--- src/hw/dram_bank_pkg.sv ---
// Package of the DRAM bank, row and read burst block: command encodings,
// carrier structs, field positions and burst constants.
// Assumes a single clock domain on the device side, clk_in.
package dram_bank_pkg;

  // ****************************************************************
  // Geometry
  // ****************************************************************
  localparam int NUM_BANKS  = 8;
  localparam int BANK_W     = 3;
  localparam int ROW_W      = 16;
  localparam int COL_W      = 10;
  localparam int ADDR_W     = 16;
  localparam int DQ_W       = 8;

  // ****************************************************************
  // Address field positions
  // ****************************************************************
  localparam int ADDR_AP_BIT = 10;
  localparam int ADDR_BL_BIT = 12;

  // ****************************************************************
  // Burst and latency
  // ****************************************************************
  localparam logic [1:0] BL_FIXED8 = 2'h0;
  localparam logic [1:0] BL_OTF    = 2'h1;
  localparam logic [3:0] BEATS_BL8 = 4'h8;
  localparam logic [3:0] BEATS_BC4 = 4'h4;
  localparam int         MAX_RL    = 32;
  localparam int         LAT_W     = 5;
  localparam int         TRP_W     = 6;

  // Command pins as registered on a rising link clock edge
  typedef struct packed {
    logic              cs_n;
    logic              ras_n;
    logic              cas_n;
    logic              we_n;
    logic [BANK_W-1:0] ba;
    logic [ADDR_W-1:0] addr;
  } cmd_bus_t;

  // Column read request handed to the storage core
  typedef struct packed {
    logic              valid;
    logic [BANK_W-1:0] bank;
    logic [ROW_W-1:0]  row;
    logic [COL_W-1:0]  col;
    logic              chop;
  } rd_req_t;

  // Read latency pipeline entry
  typedef struct packed {
    logic valid;
    logic chop;
  } lat_slot_t;

  typedef enum logic [3:0] {
    CMD_NONE  = 4'h1,
    CMD_ACT   = 4'h2,
    CMD_PRE   = 4'h4,
    CMD_RDWR  = 4'h8
  } cmd_kind_t;

  typedef enum logic [2:0] {
    FR_IDLE  = 3'h1,
    FR_PRE   = 3'h2,
    FR_BURST = 3'h4
  } frame_state_t;

endpackage

--- src/hw/dram_bank_read.sv ---
// Bank state, row activation, precharge and read burst framing of a DDR3
// style SDRAM, with the read data FIFO between storage core and DQ pins.
// Assumes the controller clock ck_in is slow against clk_in (several clk_in
// cycles per half period) and that the command pins settle well before the
// rising ck edge.
// Operation
// - An activate command opens the row given on the address inputs in the bank given on the bank inputs.
// - An open row stays open for column accesses until a precharge reaches its bank.
// - A precharge closes the open row of one bank or of all banks.
// - A precharged bank is idle and takes no read or write until a row is activated.
// - A precharge to an idle or already precharging bank is legal.
// - The precharge period runs from the latest precharge to a bank.
// - Address bit 12 picks a chopped 4 beat burst when low and an 8 beat burst when high; the code applies it only with mode bits 01.
// - Address bit 12 is never part of the column address.
// - Mode bits 00 or 01 with bit 12 high give an 8 beat burst.
// - Read timing holds only with the delay locked loop enabled and locked.
// - Rising strobe edges may move within the allowed window inside a burst.
// - Read beats are aligned to both strobe edges.
`timescale 1ns/1ps

module read_fifo #(
  parameter int WIDTH = 8,
  parameter int DEPTH = 8
) (
  input  wire logic             clk_in,
  input  wire logic             sys_rst_in,
  input  wire logic [WIDTH-1:0] in_data_in,
  input  wire logic             in_valid_in,
  output logic                  in_ready_out,
  output logic      [WIDTH-1:0] out_data_out,
  output logic                  out_valid_out,
  input  wire logic             out_ready_in
);
  localparam int PTR_W = $clog2(DEPTH);

  logic [WIDTH-1:0] mem [DEPTH];
  logic [PTR_W-1:0] wr_ptr;
  logic [PTR_W-1:0] rd_ptr;
  logic [PTR_W:0]   count;
  logic             push;
  logic             pop;

  assign in_ready_out  = (count != DEPTH[PTR_W:0]);
  assign out_valid_out = (count != '0);
  assign push          = in_valid_in & in_ready_out;
  assign pop           = out_ready_in & out_valid_out;
  assign out_data_out  = mem[rd_ptr];

  always_ff @(posedge clk_in) begin
    if (push) begin
      mem[wr_ptr] <= in_data_in;
    end
  end

  always_ff @(posedge clk_in) begin
    if (sys_rst_in) begin
      wr_ptr <= '0;
      rd_ptr <= '0;
      count  <= '0;
    end else begin
      if (push) begin
        wr_ptr <= (wr_ptr == PTR_W'(DEPTH - 1)) ? '0 : wr_ptr + 1'b1;
      end
      if (pop) begin
        rd_ptr <= (rd_ptr == PTR_W'(DEPTH - 1)) ? '0 : rd_ptr + 1'b1;
      end
      count <= count + (PTR_W+1)'(push) - (PTR_W+1)'(pop);
    end
  end
endmodule // read_fifo

module dram_bank_read #(
  parameter int TRP_CK     = 2,
  parameter int FIFO_DEPTH = 8
) (
  input  wire logic                       clk_in,
  input  wire logic                       sys_rst_in,
  input  wire logic                       ck_in,
  input  wire dram_bank_pkg::cmd_bus_t    cmd_in,
  input  wire logic [1:0]                 mode_bl_in,
  input  wire logic [dram_bank_pkg::LAT_W-1:0] al_in,
  input  wire logic [dram_bank_pkg::LAT_W-1:0] cl_in,
  input  wire logic                       dll_en_in,
  input  wire logic                       dll_locked_in,
  output dram_bank_pkg::rd_req_t          rd_req_out,
  input  wire logic [dram_bank_pkg::DQ_W-1:0] core_data_in,
  input  wire logic                       core_valid_in,
  output logic                            core_ready_out,
  output logic [dram_bank_pkg::DQ_W-1:0]  dq_out,
  output logic                            dq_oe_out,
  output logic                            dqs_out,
  output logic                            dqs_n_out,
  output logic                            dqs_oe_out,
  output logic [dram_bank_pkg::NUM_BANKS-1:0] bank_open_out,
  output logic [dram_bank_pkg::NUM_BANKS-1:0] bank_busy_out,
  output logic                            cmd_err_out,
  output logic                            underrun_out
);
  import dram_bank_pkg::*;

  // ****************************************************************
  // Pin synchronisers
  // ****************************************************************
  logic [2:0]   ck_sync;
  cmd_bus_t     cmd_s1;
  cmd_bus_t     cmd_s2;
  cmd_bus_t     cmd_s3;
  logic         ck_level;
  logic         ck_rise;
  logic         ck_fall;

  always_ff @(posedge clk_in) begin
    if (sys_rst_in) begin
      ck_sync <= 3'h0;
    end else begin
      ck_sync <= {ck_sync[1:0], ck_in};
    end
  end

  always_ff @(posedge clk_in) begin
    if (sys_rst_in) begin
      cmd_s1 <= '1;
      cmd_s2 <= '1;
      cmd_s3 <= '1;
    end else begin
      cmd_s1 <= cmd_in;
      cmd_s2 <= cmd_s1;
      cmd_s3 <= cmd_s2;
    end
  end

  // A level change counts only once the last two stages agree
  always_ff @(posedge clk_in) begin
    if (sys_rst_in) begin
      ck_level <= 1'b0;
    end else if (ck_sync[1] == ck_sync[2]) begin
      ck_level <= ck_sync[2];
    end
  end

  assign ck_rise = (ck_sync[1] == ck_sync[2]) & ck_sync[2] & ~ck_level;
  assign ck_fall = (ck_sync[1] == ck_sync[2]) & ~ck_sync[2] & ck_level;

  // ****************************************************************
  // Command decode
  // ****************************************************************
  function automatic cmd_kind_t decode(input cmd_bus_t c);
    if (c.cs_n) begin
      decode = CMD_NONE;
    end else begin
      case ({c.ras_n, c.cas_n, c.we_n})
        3'h3:    decode = CMD_ACT;
        3'h2:    decode = CMD_PRE;
        3'h5,
        3'h4:    decode = CMD_RDWR;
        default: decode = CMD_NONE;
      endcase
    end
  endfunction

  cmd_kind_t                kind;
  logic [NUM_BANKS-1:0]     bank_sel;
  logic                     is_read;
  logic                     ap;
  logic                     chop;
  logic                     dll_ok;

  assign kind     = ck_rise ? decode(cmd_s3) : CMD_NONE;
  assign bank_sel = NUM_BANKS'(1) << cmd_s3.ba;
  assign is_read  = cmd_s3.we_n;
  assign ap       = cmd_s3.addr[ADDR_AP_BIT];
  assign dll_ok   = dll_en_in & dll_locked_in;

  // Fixed 8 and on the fly with bit 12 high give 8 beats; else chop
  always_comb begin
    case (mode_bl_in)
      BL_FIXED8: chop = 1'b0;
      BL_OTF:    chop = ~cmd_s3.addr[ADDR_BL_BIT];
      default:   chop = 1'b1;
    endcase
  end

  // ****************************************************************
  // Bank state
  // ****************************************************************
  logic [ROW_W-1:0] open_row [NUM_BANKS];
  logic [TRP_W-1:0] trp_cnt  [NUM_BANKS];
  logic [NUM_BANKS-1:0] pre_hit;
  logic [NUM_BANKS-1:0] act_bad;
  logic             rd_bad;

  genvar b;
  generate
    for (b = 0; b < NUM_BANKS; b++) begin : g_bank
      // All-bank form when bit 10 is high
      assign pre_hit[b] = ((kind == CMD_PRE) & (ap | bank_sel[b])) |
                          ((kind == CMD_RDWR) & ap & bank_sel[b] &
                           ~rd_bad);
      assign act_bad[b] = bank_sel[b] &
                          (bank_open_out[b] | bank_busy_out[b]);

      always_ff @(posedge clk_in) begin
        if (sys_rst_in) begin
          bank_open_out[b] <= 1'b0;
        end else if (pre_hit[b]) begin
          bank_open_out[b] <= 1'b0;
        end else if ((kind == CMD_ACT) & bank_sel[b] & ~act_bad[b]) begin
          bank_open_out[b] <= 1'b1;
        end
      end

      always_ff @(posedge clk_in) begin
        if ((kind == CMD_ACT) & bank_sel[b] & ~act_bad[b]) begin
          open_row[b] <= cmd_s3.addr;
        end
      end

      // Restarted by every precharge, so the latest one sets the end
      always_ff @(posedge clk_in) begin
        if (sys_rst_in) begin
          trp_cnt[b] <= '0;
        end else if (pre_hit[b]) begin
          trp_cnt[b] <= TRP_W'(TRP_CK);
        end else if (ck_rise & (trp_cnt[b] != '0)) begin
          trp_cnt[b] <= trp_cnt[b] - 1'b1;
        end
      end

      assign bank_busy_out[b] = (trp_cnt[b] != '0);
    end
  endgenerate

  // Accesses to idle banks and reads without a locked loop are flagged and dropped; others proceed
  assign rd_bad = ~bank_open_out[cmd_s3.ba] | (is_read & ~dll_ok);

  always_ff @(posedge clk_in) begin
    if (sys_rst_in) begin
      cmd_err_out <= 1'b0;
    end else begin
      cmd_err_out <= ((kind == CMD_ACT) & |act_bad) |
                     ((kind == CMD_RDWR) & rd_bad);
    end
  end

  // ****************************************************************
  // Read request to the core
  // ****************************************************************
  logic rd_go;

  assign rd_go = (kind == CMD_RDWR) & is_read & ~rd_bad;

  always_ff @(posedge clk_in) begin
    if (sys_rst_in) begin
      rd_req_out <= '0;
    end else begin
      rd_req_out.valid <= rd_go;
      if (rd_go) begin
        rd_req_out.bank <= cmd_s3.ba;
        rd_req_out.row  <= open_row[cmd_s3.ba];
        rd_req_out.col  <= cmd_s3.addr[COL_W-1:0];
        rd_req_out.chop <= chop;
      end
    end
  end

  // ****************************************************************
  // Read latency pipeline, one slot per link clock cycle
  // ****************************************************************
  lat_slot_t        lat_pipe [MAX_RL];
  logic [LAT_W-1:0] rl_m1;
  logic [LAT_W-1:0] rl_m2;
  lat_slot_t        tap_pre;
  lat_slot_t        tap_go;

  assign rl_m1   = al_in + cl_in - 1'b1;
  assign rl_m2   = al_in + cl_in - LAT_W'(2);
  assign tap_go  = lat_pipe[rl_m1];
  assign tap_pre = lat_pipe[rl_m2];

  always_ff @(posedge clk_in) begin
    if (sys_rst_in) begin
      for (int i = 0; i < MAX_RL; i++) begin
        lat_pipe[i] <= '0;
      end
    end else if (ck_rise) begin
      lat_pipe[0] <= '{valid: rd_go, chop: chop};
      for (int i = 1; i < MAX_RL; i++) begin
        lat_pipe[i] <= lat_pipe[i-1];
      end
    end
  end

  // ****************************************************************
  // Burst framing
  // ****************************************************************
  frame_state_t     state;
  logic [3:0]       beats_left;
  logic             edge_any;
  logic             beat;
  logic             start;
  logic [DQ_W-1:0]  fifo_data;
  logic             fifo_valid;

  assign edge_any = ck_rise | ck_fall;
  assign start    = ck_rise & tap_go.valid;
  assign beat     = start |
                    (edge_any & (state == FR_BURST) & (beats_left != '0));

  read_fifo #(
    .WIDTH (DQ_W),
    .DEPTH (FIFO_DEPTH)
  ) u_fifo (
    .clk_in        (clk_in),
    .sys_rst_in    (sys_rst_in),
    .in_data_in    (core_data_in),
    .in_valid_in   (core_valid_in),
    .in_ready_out  (core_ready_out),
    .out_data_out  (fifo_data),
    .out_valid_out (fifo_valid),
    .out_ready_in  (beat)
  );

  // Back to back reads at four cycle spacing reload without a gap
  always_ff @(posedge clk_in) begin
    if (sys_rst_in) begin
      state      <= FR_IDLE;
      beats_left <= 4'h0;
    end else begin
      case (state)
        FR_IDLE: begin
          if (start) begin
            state      <= FR_BURST;
            beats_left <= (tap_go.chop ? BEATS_BC4 : BEATS_BL8) - 1'b1;
          end else if (ck_rise & tap_pre.valid) begin
            state <= FR_PRE;
          end
        end
        FR_PRE: begin
          if (start) begin
            state      <= FR_BURST;
            beats_left <= (tap_go.chop ? BEATS_BC4 : BEATS_BL8) - 1'b1;
          end
        end
        FR_BURST: begin
          if (start) begin
            beats_left <= (tap_go.chop ? BEATS_BC4 : BEATS_BL8) - 1'b1;
          end else if (beat) begin
            beats_left <= beats_left - 1'b1;
          end else if (ck_rise & (beats_left == '0)) begin
            state <= FR_IDLE;
          end
        end
        default: state <= FR_IDLE;
      endcase
    end
  end

  // Data changes one clk_in cycle before each strobe edge, so beats are edge aligned
  always_ff @(posedge clk_in) begin
    if (sys_rst_in) begin
      dq_out       <= '0;
      underrun_out <= 1'b0;
    end else begin
      underrun_out <= beat & ~fifo_valid;
      if (beat) begin
        dq_out <= fifo_valid ? fifo_data : '0;
      end
    end
  end

  // Strobe follows the sampled clock; its phase is not held fixed
  always_ff @(posedge clk_in) begin
    if (sys_rst_in) begin
      dqs_out    <= 1'b0;
      dqs_oe_out <= 1'b0;
      dq_oe_out  <= 1'b0;
    end else begin
      dqs_out    <= (state == FR_BURST) ? ck_level : 1'b0;
      dqs_oe_out <= (state != FR_IDLE) | start;
      dq_oe_out  <= (state == FR_BURST) | start;
    end
  end

  assign dqs_n_out = ~dqs_out;

endmodule // dram_bank_read

--- config.mk ---
export PLATFORM = sky130hd
export DESIGN_NAME = dram_bank_read
export DESIGN_NICKNAME = d
export VERILOG_FILES = /design/src/hw/dram_bank_pkg.sv /design/src/hw/dram_bank_read.sv
export SDC_FILE = /design/constraint.sdc
export NUM_CORES = 1
export LEC_CHECK = 0
export BUFFER_PORTS_ARGS = -buffer_cell sky130_fd_sc_hd__buf_2
export CORE_ASPECT_RATIO = 1.4
export CORE_MARGIN = 3
export CORE_UTILIZATION = 61
export DETAILED_ROUTE_END_ITERATION = 12
export MAX_ROUTING_LAYER = met4
export PLACE_DENSITY = 0.8
export RECOVER_POWER = 50
export REMOVE_ABC_BUFFERS = 1
export SYNTH_ARGS = -nofsm -noshare
export SYNTH_HDL_FRONTEND = slang
export SYNTH_HIERARCHICAL = 1
export SYNTH_SLANG_ARGS = --single-unit
export TNS_END_PERCENT = 100
--- constraint.sdc ---
create_clock -name clk_in -period 11.5 [get_ports clk_in]
set_input_delay 1.725 -clock clk_in [delete_from_list [all_inputs] [get_ports clk_in]]
set_output_delay 1.725 -clock clk_in [all_outputs]
set_load 0.01 [all_outputs]
==> results of run 1 <==
## worst max-delay path by stage
stage                      end  slack (ns)  cells past startpoint
5_1_grt        lat_pipe[18][1]        2.48                      4
3_3_place_gp   u_fifo/count[2]        4.56                     17
6_report       lat_pipe[27][0]        3.22                      4
4_1_cts        u_fifo/count[2]        5.06                     17
2_1_floorplan  u_fifo/count[2]        4.84                     15
3_5_place_dp   u_fifo/count[2]        4.49                     17
## cell type report
cell class	instances	area [µm²]	share of cell area (%)
multi-input cells	734	6180	29.6
clock buffers	57	1160	5.54
clock inverters	21	249	1.19
inverters	35	131	0.629
flip-flops and latches	449	12000	57.6
well taps	380	475	2.28
repair buffers	132	669	3.20
diodes	1	2.50	0.0120
## synthesized netlist by cell type, drive strengths merged, types with 17 or more instances
master / count / share of area [%]
nand3: 27 / 0.73
dfxtp: 145 / 16
and2: 40 / 1.3
a21oi: 19 / 0.53
a211oi: 18 / 0.73
nand2b: 30 / 1.0
nor3: 26 / 0.70
xnor2: 22 / 1.0
nor2b: 38 / 1.3
nand2: 47 / 0.96
xor2: 17 / 0.84
buf: 23 / 0.69
mux2i: 52 / 2.8
or2: 79 / 2.7
inv: 35 / 0.71
mux4: 77 / 9.7
edfxtp: 304 / 49
nor2: 122 / 2.5
clkbuf: 39 / 0.79
ha: 32 / 2.2
## layer usage
layer	vias to the layer above	GRT usage [%]
met5	-	-
met4	0	7.25
met3	69	3.42
met2	265	39.0
met1	5218	28.2
li1	4910	-
## cell families (layout without fill, tap and decap cells)
group	Yosys count	count (layout)	share of synthesized area, %
AOI/OAI and AO/OA	76	76	2.88
xor gates and xnor gates	40	40	2.00
adders and majority gates	34	34	2.37
buffers and inverters	97	245	2.18
DFF	449	449	64.8
muxes	141	141	13.3
other	0	1	0
and+or+nand+nor	443	443	12.5
## stage by stage
step	util (%)	worst slack [ns]	instances
after floorplan	-	4.84	1218
after global placement	66.0	4.56	1730
after detailed placement	66.0	4.49	1730
after CTS	70.8	5.06	1808
after global routing	70.5	2.48	1809
final	70.5	3.22	1809
## cell usage in the layout (no fill, tap or decap), drive strengths merged, types with 26 or more instances in the layout
| cell | Yosys | routed |
|---|---|---|
| inv | 35 | 35 |
| mux2i | 52 | 52 |
| nor3 | 26 | 26 |
| edfxtp | 304 | 304 |
| ha | 32 | 32 |
| clkbuf | 39 | 80 |
| and2 | 40 | 40 |
| mux4 | 77 | 77 |
| nand2b | 30 | 30 |
| nand3 | 27 | 27 |
| dfxtp | 145 | 145 |
| nor2 | 122 | 122 |
| nor2b | 38 | 38 |
| or2 | 79 | 79 |
| buf | 23 | 109 |
| nand2 | 47 | 47 |
## power breakdown
| part | switching (µW) | internal, µW |
|---|---|---|
| Clock | 575 | 823 |
| Combinational | 134 | 124 |
| Sequential | 26.2 | 1760 |
## flip-flops by register name, indices dropped and copies added, names as in the netlist, 8 cells and up, named ones only
register,flops
cmd_s2,23
rd_req_out,31
cmd_s3,21
open_row,128
dq_out,8
lat_pipe,64
u_fifo/mem,64
cmd_s1,23
trp_cnt,48
bank_open_out,8
## worst max-delay path: cells and delay by family
family	cells	cell delay [ns]
buffers and inverters	3	5.98
and+or+nand+nor	1	0.62
==> flow_metrics.env, run 1 <==
export IMPL_antenna_found_initial=1
export IMPL_vias=10500
export IMPL_async_reset_ff_share_pct=0
export IMPL_skew_ns=0.0175
export IMPL_post_route_period_util_pct=72.0
export IMPL_post_dp_hpwl_mm=22.2
export IMPL_firstDrtPassIters=5
export IMPL_hold_path_depth=1
export IMPL_outcome="finished, violations left"
export IMPL_cts_sinks=449
export IMPL_ff2ff_setup_slack_ns=7.32
export IMPL_placed_area_um2=19600
export IMPL_wl_mm=35.4
export IMPL_io_buffers=110
export IMPL_numCtsBuffers=42
export IMPL_syn_inst=1280
export IMPL_htree_num_levels=2
export IMPL_final_antenna_net_count=0
export IMPL_finalInstanceArea_um2=20900
export IMPL_start_util_pct=62.6
export IMPL_tns_ns=0
export IMPL_critPathKind="in -> reg"
export IMPL_wire_per_inst_um=19.6
export IMPL_relSlewSlack_pct=-295
export IMPL_grt_max_degree=161
export IMPL_seq_area_frac_synth_pct=64.8
export IMPL_core_rowCount=74
export IMPL_hold_worst_slack_ns=0.403
export IMPL_rr_startpoint="lat_pipe[3][1]"
export IMPL_endpoint_kind="flip-flop"
export IMPL_io_pins=111
export IMPL_routed_top_layer="met4"
export IMPL_wl_met3_mm=1.81
export IMPL_post_cts_resized=0
export IMPL_hold_buffers=0
export IMPL_ys_flop_type="edfxtp_1"
export IMPL_tightest_slew_ns=5.92
export IMPL_synth_area_um2=18600
export IMPL_layout_drive_gt1_share_pct=23.7
export IMPL_nFillCells=1963
export IMPL_worstHoldStart="cmd_s1[19]"
export IMPL_clk_latency_ns=0.55
export IMPL_clockRootBuffer="clkbuf_16"
export IMPL_die_area_um2=32600
export IMPL_hold_class="reg -> reg"
export IMPL_maxCapViolations=3
export IMPL_cp_max_fo=160
export IMPL_yosysWarnings=6
export IMPL_dieWidth_um=153
export IMPL_slew_viol_final=239
export IMPL_grt_pass1_wl_mm=57.1
export IMPL_layout_min_cycle_time_ns=8.28
export IMPL_power_leakage_uw=0.00758
export IMPL_setup_worst_path_start="sys_rst_in"
export IMPL_power_density_nw_per_um2=165
export IMPL_r2r_end="u_fifo/count[2]"
export IMPL_r2r_cells=12
export IMPL_cts_tree="built"
export IMPL_rsz0062_at_grt="no"
export IMPL_start_kind="primary input"
export IMPL_area_growth_pct=12.6
export IMPL_synth_edff_count=304
export IMPL_first_global_vias=10700
export IMPL_die_h_um=212
export IMPL_fmax_ghz=0.121
export IMPL_violations="max-capacitance violations, max-slew violations"
export IMPL_synth_avg_cell_area_um2=14.5
export IMPL_layout_nets=1477
export IMPL_cp_data_arrival_time_ns=8.44
export IMPL_final_setup_viol_count=0
export IMPL_fp_coreArea_um2=29600
export IMPL_wl_met2_mm=18.5
export IMPL_max_stage_delay_ns=4.22
export IMPL_grt_remaining_overflow=0
export IMPL_first_iter_violations=741
export IMPL_ys_types=55
export IMPL_hold_viol=0
export IMPL_clock_tree_buffer_depth=3
export IMPL_track_usage_pct=22.7
export IMPL_synth_ff_latch_count=449
export IMPL_p_total_uw=3450
export IMPL_cts_setup_buffers=0
export IMPL_whs_endpoint="cmd_s2[19]"
export IMPL_viasPerCell=5.78
export IMPL_clk_pin_slew_worst_paths_ns=0.06
export IMPL_place_gp_congestion=0.861
export IMPL_worst_endpoint_required_ns=11.66
export IMPL_wl_met1_mm=14.1
export IMPL_crit_chain="clkbuf_1 > clkbuf_1 > nand2b_2 > buf_4"
export IMPL_drcViolationCount=0
export IMPL_irDropWorstVdd_uv=176
export IMPL_crit_top_cell="clkbuf_1"
export IMPL_cp_slowest_cell="clkbuf_1"
(Power assumes the default switching activity.)
==> inputs of run 2 (changes only) <==
==> constraint.sdc (replaced) <==
create_clock -name clk_in -period 8.28 [get_ports clk_in]
set_input_delay 1.242 -clock clk_in [delete_from_list [all_inputs] [get_ports clk_in]]
set_output_delay 1.242 -clock clk_in [all_outputs]
set_load 0.01 [all_outputs]
==> run 2 against run 1 <==
The run still ends with max-capacitance violations, max-slew violations left. Final area is 0.28% lower. Flip-flop and latch count stayed put. Sequential power is 39% higher. Global-route usage is 0.50 points lower. Combinational power is 37% higher. Non-clock buffer count stayed put. Clock skew is 0.0050 ns higher. Worst setup slack worse by 0.91 ns. Via count is 0.36% lower. Critical path depth is 13 higher. First-iteration DRC count is 3.1% higher. Critical path type unchanged.
==> flow_metrics.env, run 2 (same netlist as run 1, synthesis figures left out) <==
export IMPL_hold_class="reg -> reg"
export IMPL_vias=10400
export IMPL_largest_register="open_row"
export IMPL_use_met1_pct=27.4
export IMPL_cts_setup_buffers=0
export IMPL_slew_viol_final=94
export IMPL_hold_viol=0
export IMPL_timing_final_ws_setup_ns=2.31
export IMPL_first_global_vias=10600
export IMPL_cp_slowest_cell="ha_1"
export IMPL_switching_share_pct=21.6
export IMPL_clockRootBuffer="clkbuf_16"
export IMPL_fp_coreArea_um2=29600
export IMPL_clk_pin_slew_worst_paths_ns=0.06
export IMPL_crit_top_cell="ha_1"
export IMPL_combPwrFrac_pct=7.4
export IMPL_post_cts_resized=0
export IMPL_rsz0062_at_grt="no"
export IMPL_tns_ns=0
export IMPL_clkPwrFrac_pct=40.5
export IMPL_p_sw_uw=1030
export IMPL_wire_per_inst_um=19.5
export IMPL_hold_buffers=0
export IMPL_tightest_slew_ns=3.58
export IMPL_whs_endpoint="cmd_s2[18]"
export IMPL_worst_endpoint_required_ns=8.69
export IMPL_fmax_ghz=0.167
export IMPL_clock_tree_buffer_depth=3
export IMPL_skew_ns=0.0226
export IMPL_antenna_found_initial=1
export IMPL_final_cell_mix="304 x edfxtp_1, 143 x dfxtp_1, 121 x nor2_1"
export IMPL_place_ws_ns=1.74
export IMPL_irDropWorstVdd_uv=210
export IMPL_io_buffers=110
export IMPL_critical_path_top_delay_family="adder cells"
export IMPL_grt_remaining_overflow=0
export IMPL_final_common_cell="edfxtp_1"
export IMPL_final_setup_viol_count=0
export IMPL_numCtsBuffers=42
export IMPL_clk_latency_ns=0.55
export IMPL_layout_nets=1477
export IMPL_use_met3_pct=3.48
export IMPL_cts_tree="built"
export IMPL_power_density_nw_per_um2=229
export IMPL_max_stage_delay_ns=0.81
export IMPL_post_route_period_util_pct=72.1
export IMPL_drcViolationCount=0
export IMPL_p_total_uw=4770
export IMPL_p_seq_share_pct=52.1
export IMPL_maxCapViolations=1
export IMPL_outcome="finished, violations left"
export IMPL_rr_startpoint="lat_pipe[28][1]"
export IMPL_viasPerCell=5.77
export IMPL_crit_buf_inv=4
export IMPL_post_dp_hpwl_mm=22.2
export IMPL_place_gp_congestion=0.856
export IMPL_core_rowCount=74
export IMPL_htree_num_levels=2
export IMPL_cts_sinks=449
export IMPL_start_kind="primary input"
export IMPL_io_pins=111
export IMPL_die_h_um=212
export IMPL_final_antenna_net_count=0
export IMPL_largestRegisters="open_row (128), lat_pipe (64), u_fifo/mem (64)"
export IMPL_start_util_pct=62.6
export IMPL_track_usage_pct=22.2
export IMPL_grt_busiest_layer="met2"
export IMPL_power_internal_uw=3740
export IMPL_largest_reg_flops=128
export IMPL_area_growth_pct=12.3
export IMPL_violations="max-capacitance violations, max-slew violations"
export IMPL_layout_min_cycle_time_ns=5.97
export IMPL_use_met2_pct=37.4
export IMPL_crit_chain="buf_2 > ha_1 > inv_1 > fa_1 > ha_1 > mux4_2 > mux4_1 > mux2_4 > a21oi_2 > inv_1 > and2_1 > ha_1 > inv_1 > ha_1 > fa_1 > xnor2_1 > nor2_1"
export IMPL_setup_worst_path_start="al_in[0]"
export IMPL_first_iter_violations=764
export IMPL_final_core_util_pct=70.3
export IMPL_cp_max_fo=16
export IMPL_critPathKind="in -> reg"
export IMPL_dieWidth_um=153
export IMPL_worstHoldStart="cmd_s1[18]"
export IMPL_hold_path_depth=1
export IMPL_relSlewSlack_pct=-138
export IMPL_die_area_um2=32600
export IMPL_ff2ff_setup_slack_ns=4.26
export IMPL_power_leakage_uw=0.00739
export IMPL_firstDrtPassIters=5
export IMPL_r2r_cells=12
export IMPL_r2r_end="u_fifo/count[2]"
export IMPL_cp_data_arrival_time_ns=6.38
export IMPL_endpoint_kind="flip-flop"
export IMPL_wl_mm=35.2
export IMPL_grt_pass1_wl_mm=55.8
export IMPL_layout_drive_gt1_share_pct=20.7
export IMPL_grt_max_degree=94
[run 2: cell type report]
type / count / area (µm²)
diodes: 1 / 2.50
clock buffers: 57 / 1170
clock inverters: 20 / 221
fillers: 1999 / 8790
inverters: 35 / 131
multi-input cells: 734 / 6180
flip-flops and latches: 449 / 12000
well taps: 380 / 475
repair buffers: 132 / 618
[run 2: through the flow]
step                instances  hold WS, ns  area [µm²]
floorplan                1218        0.389       18300
global placement         1730        0.392       19500
detailed placement       1730        0.393       19500
CTS                      1807        0.408       20900
global route             1808        0.422       20800
finish                   1808        0.401       20800
[run 2: power groups by stage]
stage / clock (µW) / sequential [µW] / combinational [µW]
2_1_floorplan: 0 / 2520 / 258
3_3_place_gp: 0 / 2530 / 347
3_5_place_dp: 0 / 2530 / 359
4_1_cts: 1970 / 2490 / 362
5_1_grt: 2060 / 2490 / 390
6_report: 1930 / 2490 / 355
[run 2: metal layers]
metal	share of wire, %	vias to the layer above
met5	0	-
met4	2.8	0
met3	5.1	76
met2	52	290
met1	40	5131
li1	-	4927
[run 2: worst reg2reg max path, delay by kind of cell, from the launching register on]
kind | cells | cell delay (ns)
buffers and inverters | 2 | 0.16
DFF | 1 | 0.44
AOI/OAI and AO/OA | 1 | 0.56
muxes | 3 | 1.36
and+or+nand+nor | 2 | 0.28
xor gates and xnor gates | 1 | 0.16
adders and majority gates | 3 | 0.90
[run 2: worst max path at each step]
stage | endpoint | slack (ns) | depth (start not counted)
finish | u_fifo/count[2] | 2.31 | 17
global route | trp_cnt[1][16] | 1.99 | 5
CTS | u_fifo/count[2] | 2.32 | 17
detailed placement | u_fifo/count[2] | 1.74 | 17
global placement | u_fifo/count[2] | 1.84 | 17
floorplan | u_fifo/count[2] | 2.11 | 15
==> inputs of run 3 (changes only) <==
--- a/config.mk
+++ b/config.mk
@@ -5,6 +5,7 @@
 export SDC_FILE = /design/constraint.sdc
 export NUM_CORES = 1
 export LEC_CHECK = 0
+export ABC_AREA = 1
 export BUFFER_PORTS_ARGS = -buffer_cell sky130_fd_sc_hd__buf_2
 export CORE_ASPECT_RATIO = 1.4
 export CORE_MARGIN = 3
==> constraint.sdc (replaced) <==
create_clock -name clk_in -period 5.7 [get_ports clk_in]
set_input_delay 0.855 -clock clk_in [delete_from_list [all_inputs] [get_ports clk_in]]
set_output_delay 0.855 -clock clk_in [all_outputs]
set_load 0.01 [all_outputs]
==> run 3 against run 2 <==
Global-route usage up 2.9 points. Sequential power is 46% higher. Synthesized cell count is 57% higher. Via count rose by 35%. Critical endpoint is now trp_cnt[0][2]. First-iteration DRC count rose by 65%. The flow still finishes with violations (max-capacitance violations, max-slew violations). Worst hold slack improved by 0.0014 ns.
==> flow_metrics.env, run 3 <==
export IMPL_diodes=0
export IMPL_power_density_nw_per_um2=326
export IMPL_syn_inst=2007
export IMPL_hold_class="reg -> reg"
export IMPL_firstDrtPassIters=5
export IMPL_grt_pass1_wl_mm=67.0
export IMPL_use_met1_pct=28.1
export IMPL_yosys_area_share_xor_xnor_pct=0.766
export IMPL_start_util_pct=62.5
export IMPL_final_common_cell="nand2_1"
export IMPL_dp_cells=2449
export IMPL_synth_top_family_by_area="simple AND/OR/NAND/NOR gates"
export IMPL_htree_num_levels=2
export IMPL_cts_setup_buffers=0
export IMPL_clk_pin_slew_worst_paths_ns=0.06
export IMPL_synthAdderAreaFrac_pct=2.26
export IMPL_synthMuxAreaShare_pct=0
export IMPL_grt_remaining_overflow=0
export IMPL_synth_simple_area_share_pct=21.2
export IMPL_place_ws_ns=0.828
export IMPL_cts_sinks=449
export IMPL_layout_drive_gt1_share_pct=13.1
export IMPL_hold_viol=0
export IMPL_vias=14000
export IMPL_relSlewSlack_pct=-106
export IMPL_cts_tree="built"
export IMPL_die_area_um2=34100
export IMPL_clk_latency_ns=0.54
export IMPL_layout_nets=2185
export IMPL_grt_max_degree=81
export IMPL_drcViolationCount=0
export IMPL_track_usage_pct=25.1
export IMPL_synth_compound_area_share_pct=7.01
export IMPL_seq_area_frac_synth_pct=61.9
export IMPL_largestRegisters="open_row (128), lat_pipe (64), u_fifo/mem (64)"
export IMPL_tns_ns=0
export IMPL_placed_area_um2=20300
export IMPL_grt_busiest_layer="met2"
export IMPL_ys_types=43
export IMPL_power_leakage_uw=0.00872
export IMPL_clockRootBuffer="clkbuf_16"
export IMPL_first_global_vias=14000
export IMPL_use_met2_pct=45.1
export IMPL_endpoint_kind="flip-flop"
export IMPL_use_met3_pct=3.78
export IMPL_first_iter_violations=1258
export IMPL_ys_flop_type="edfxtp_1"
export IMPL_area_growth_pct=10.8
export IMPL_maxCapViolations=3
export IMPL_viasPerCell=5.56
export IMPL_die_h_um=217
export IMPL_clock_tree_buffer_depth=3
export IMPL_critPathKind="in -> reg"
export IMPL_io_pins=111
export IMPL_numCtsBuffers=41
export IMPL_hold_worst_slack_ns=0.402
export IMPL_fp_coreArea_um2=31100
export IMPL_worst_endpoint_required_ns=5.76
export IMPL_synth_edff_count=304
export IMPL_synth_most_common_cell="nand2_1"
export IMPL_async_reset_ff_share_pct=0
export IMPL_synth_top_area_share_pct=46.9
export IMPL_largest_reg_flops=128
export IMPL_dieWidth_um=157
export IMPL_synth_area_um2=19400
export IMPL_post_dp_hpwl_mm=26.3
export IMPL_post_route_period_util_pct=80.6
export IMPL_slew_viol_final=187
export IMPL_outcome="finished, violations left"
export IMPL_hold_buffers=0
export IMPL_finalInstanceArea_um2=21500
export IMPL_timing_final_ws_setup_ns=1.11
export IMPL_tightest_slew_ns=3.09
export IMPL_rsz0062_at_grt="no"
export IMPL_start_kind="primary input"
export IMPL_synth_common_cells="434 x nand2_1, 304 x edfxtp_1, 231 x inv_1"
export IMPL_skew_ns=0.0128
export IMPL_fin_cells=2525
export IMPL_wire_per_inst_um=16.5
export IMPL_fmax_ghz=0.218
export IMPL_synth_ff_latch_count=449
export IMPL_violations="max-capacitance violations, max-slew violations"
export IMPL_wl_mm=41.6
export IMPL_final_setup_viol_count=0
export IMPL_antenna_found_initial=0
export IMPL_yosysWarnings=6
export IMPL_cp_data_arrival_time_ns=4.65
export IMPL_final_cell_mix="436 x nand2_1, 304 x edfxtp_1, 230 x inv_1"
export IMPL_largest_register="open_row"
export IMPL_yosys_area_top_type="edfxtp_1"
export IMPL_final_antenna_net_count=0
export IMPL_place_gp_congestion=0.859
export IMPL_post_cts_resized=0
export IMPL_synthTopCellsByArea="edfxtp_1 47%, dfxtp_1 15%, nand2_1 8.4%"
export IMPL_layout_min_cycle_time_ns=4.59
export IMPL_synth_avg_cell_area_um2=9.69
export IMPL_cp_max_fo=60
export IMPL_irDropWorstVdd_uv=261
export IMPL_io_buffers=110
export IMPL_core_rowCount=76
[run 3: stage by stage]
stage	power (µW)	util (%)
2_1_floorplan	4190	-
3_3_place_gp	4370	65.4
3_5_place_dp	4400	65.4
4_1_cts	7070	69.6
5_1_grt	7300	69.3
6_report	7010	69.3
[run 3: area by class of cell]
cell class,count,area (µm²)
Clock buffer,61,1220
Clock inverter,15,103
Fill cell,2339,9550
Inverter,241,912
Multi-Input combinational cell,1233,6130
Sequential cell,449,12000
Tap cell,390,488
Timing Repair Buffer,136,658
[run 3: cell families (layout without fill, tap and decap cells)]
| group | after synthesis | count (layout) |
|---|---|---|
| simple gates | 922 | 922 |
| flops | 449 | 449 |
| buf+inv | 325 | 453 |
| compound gates | 260 | 260 |
| fa+ha+maj | 34 | 34 |
| xor+xnor | 17 | 17 |
[run 3: where the power goes]
part | switching (µW) | leakage [µW] | internal (µW)
Combinational | 468 | 0.00403 | 228
Clock | 1150 | 0.000654 | 1530
Sequential | 57.0 | 0.00404 | 3580
[run 3: routing by layer]
layer / vias to the layer above / wire length (µm)
met1: 6661 / 16000
li1: 6808 / -
met5: - / 0
met4: 0 / 1110
met2: 473 / 21900
met3: 90 / 2620
[run 3: path summary, 6_finish.rpt]
path,from,to,slack [ns],cells past startpoint
worst min-delay path,cmd_s2[19],is_read,0.40,1
worst min register to register,cmd_s2[19],is_read,0.40,1
worst max register to register,cmd_s3[17],trp_cnt[1][0],2.30,12
worst max-delay path,sys_rst_in,trp_cnt[0][2],1.11,4
[run 3: critical path, cell delays in order]
cell and delay, ns:
clkbuf_1 0.68, clkinv_1 0.21, clkbuf_1 2.05, nand4_1 0.84
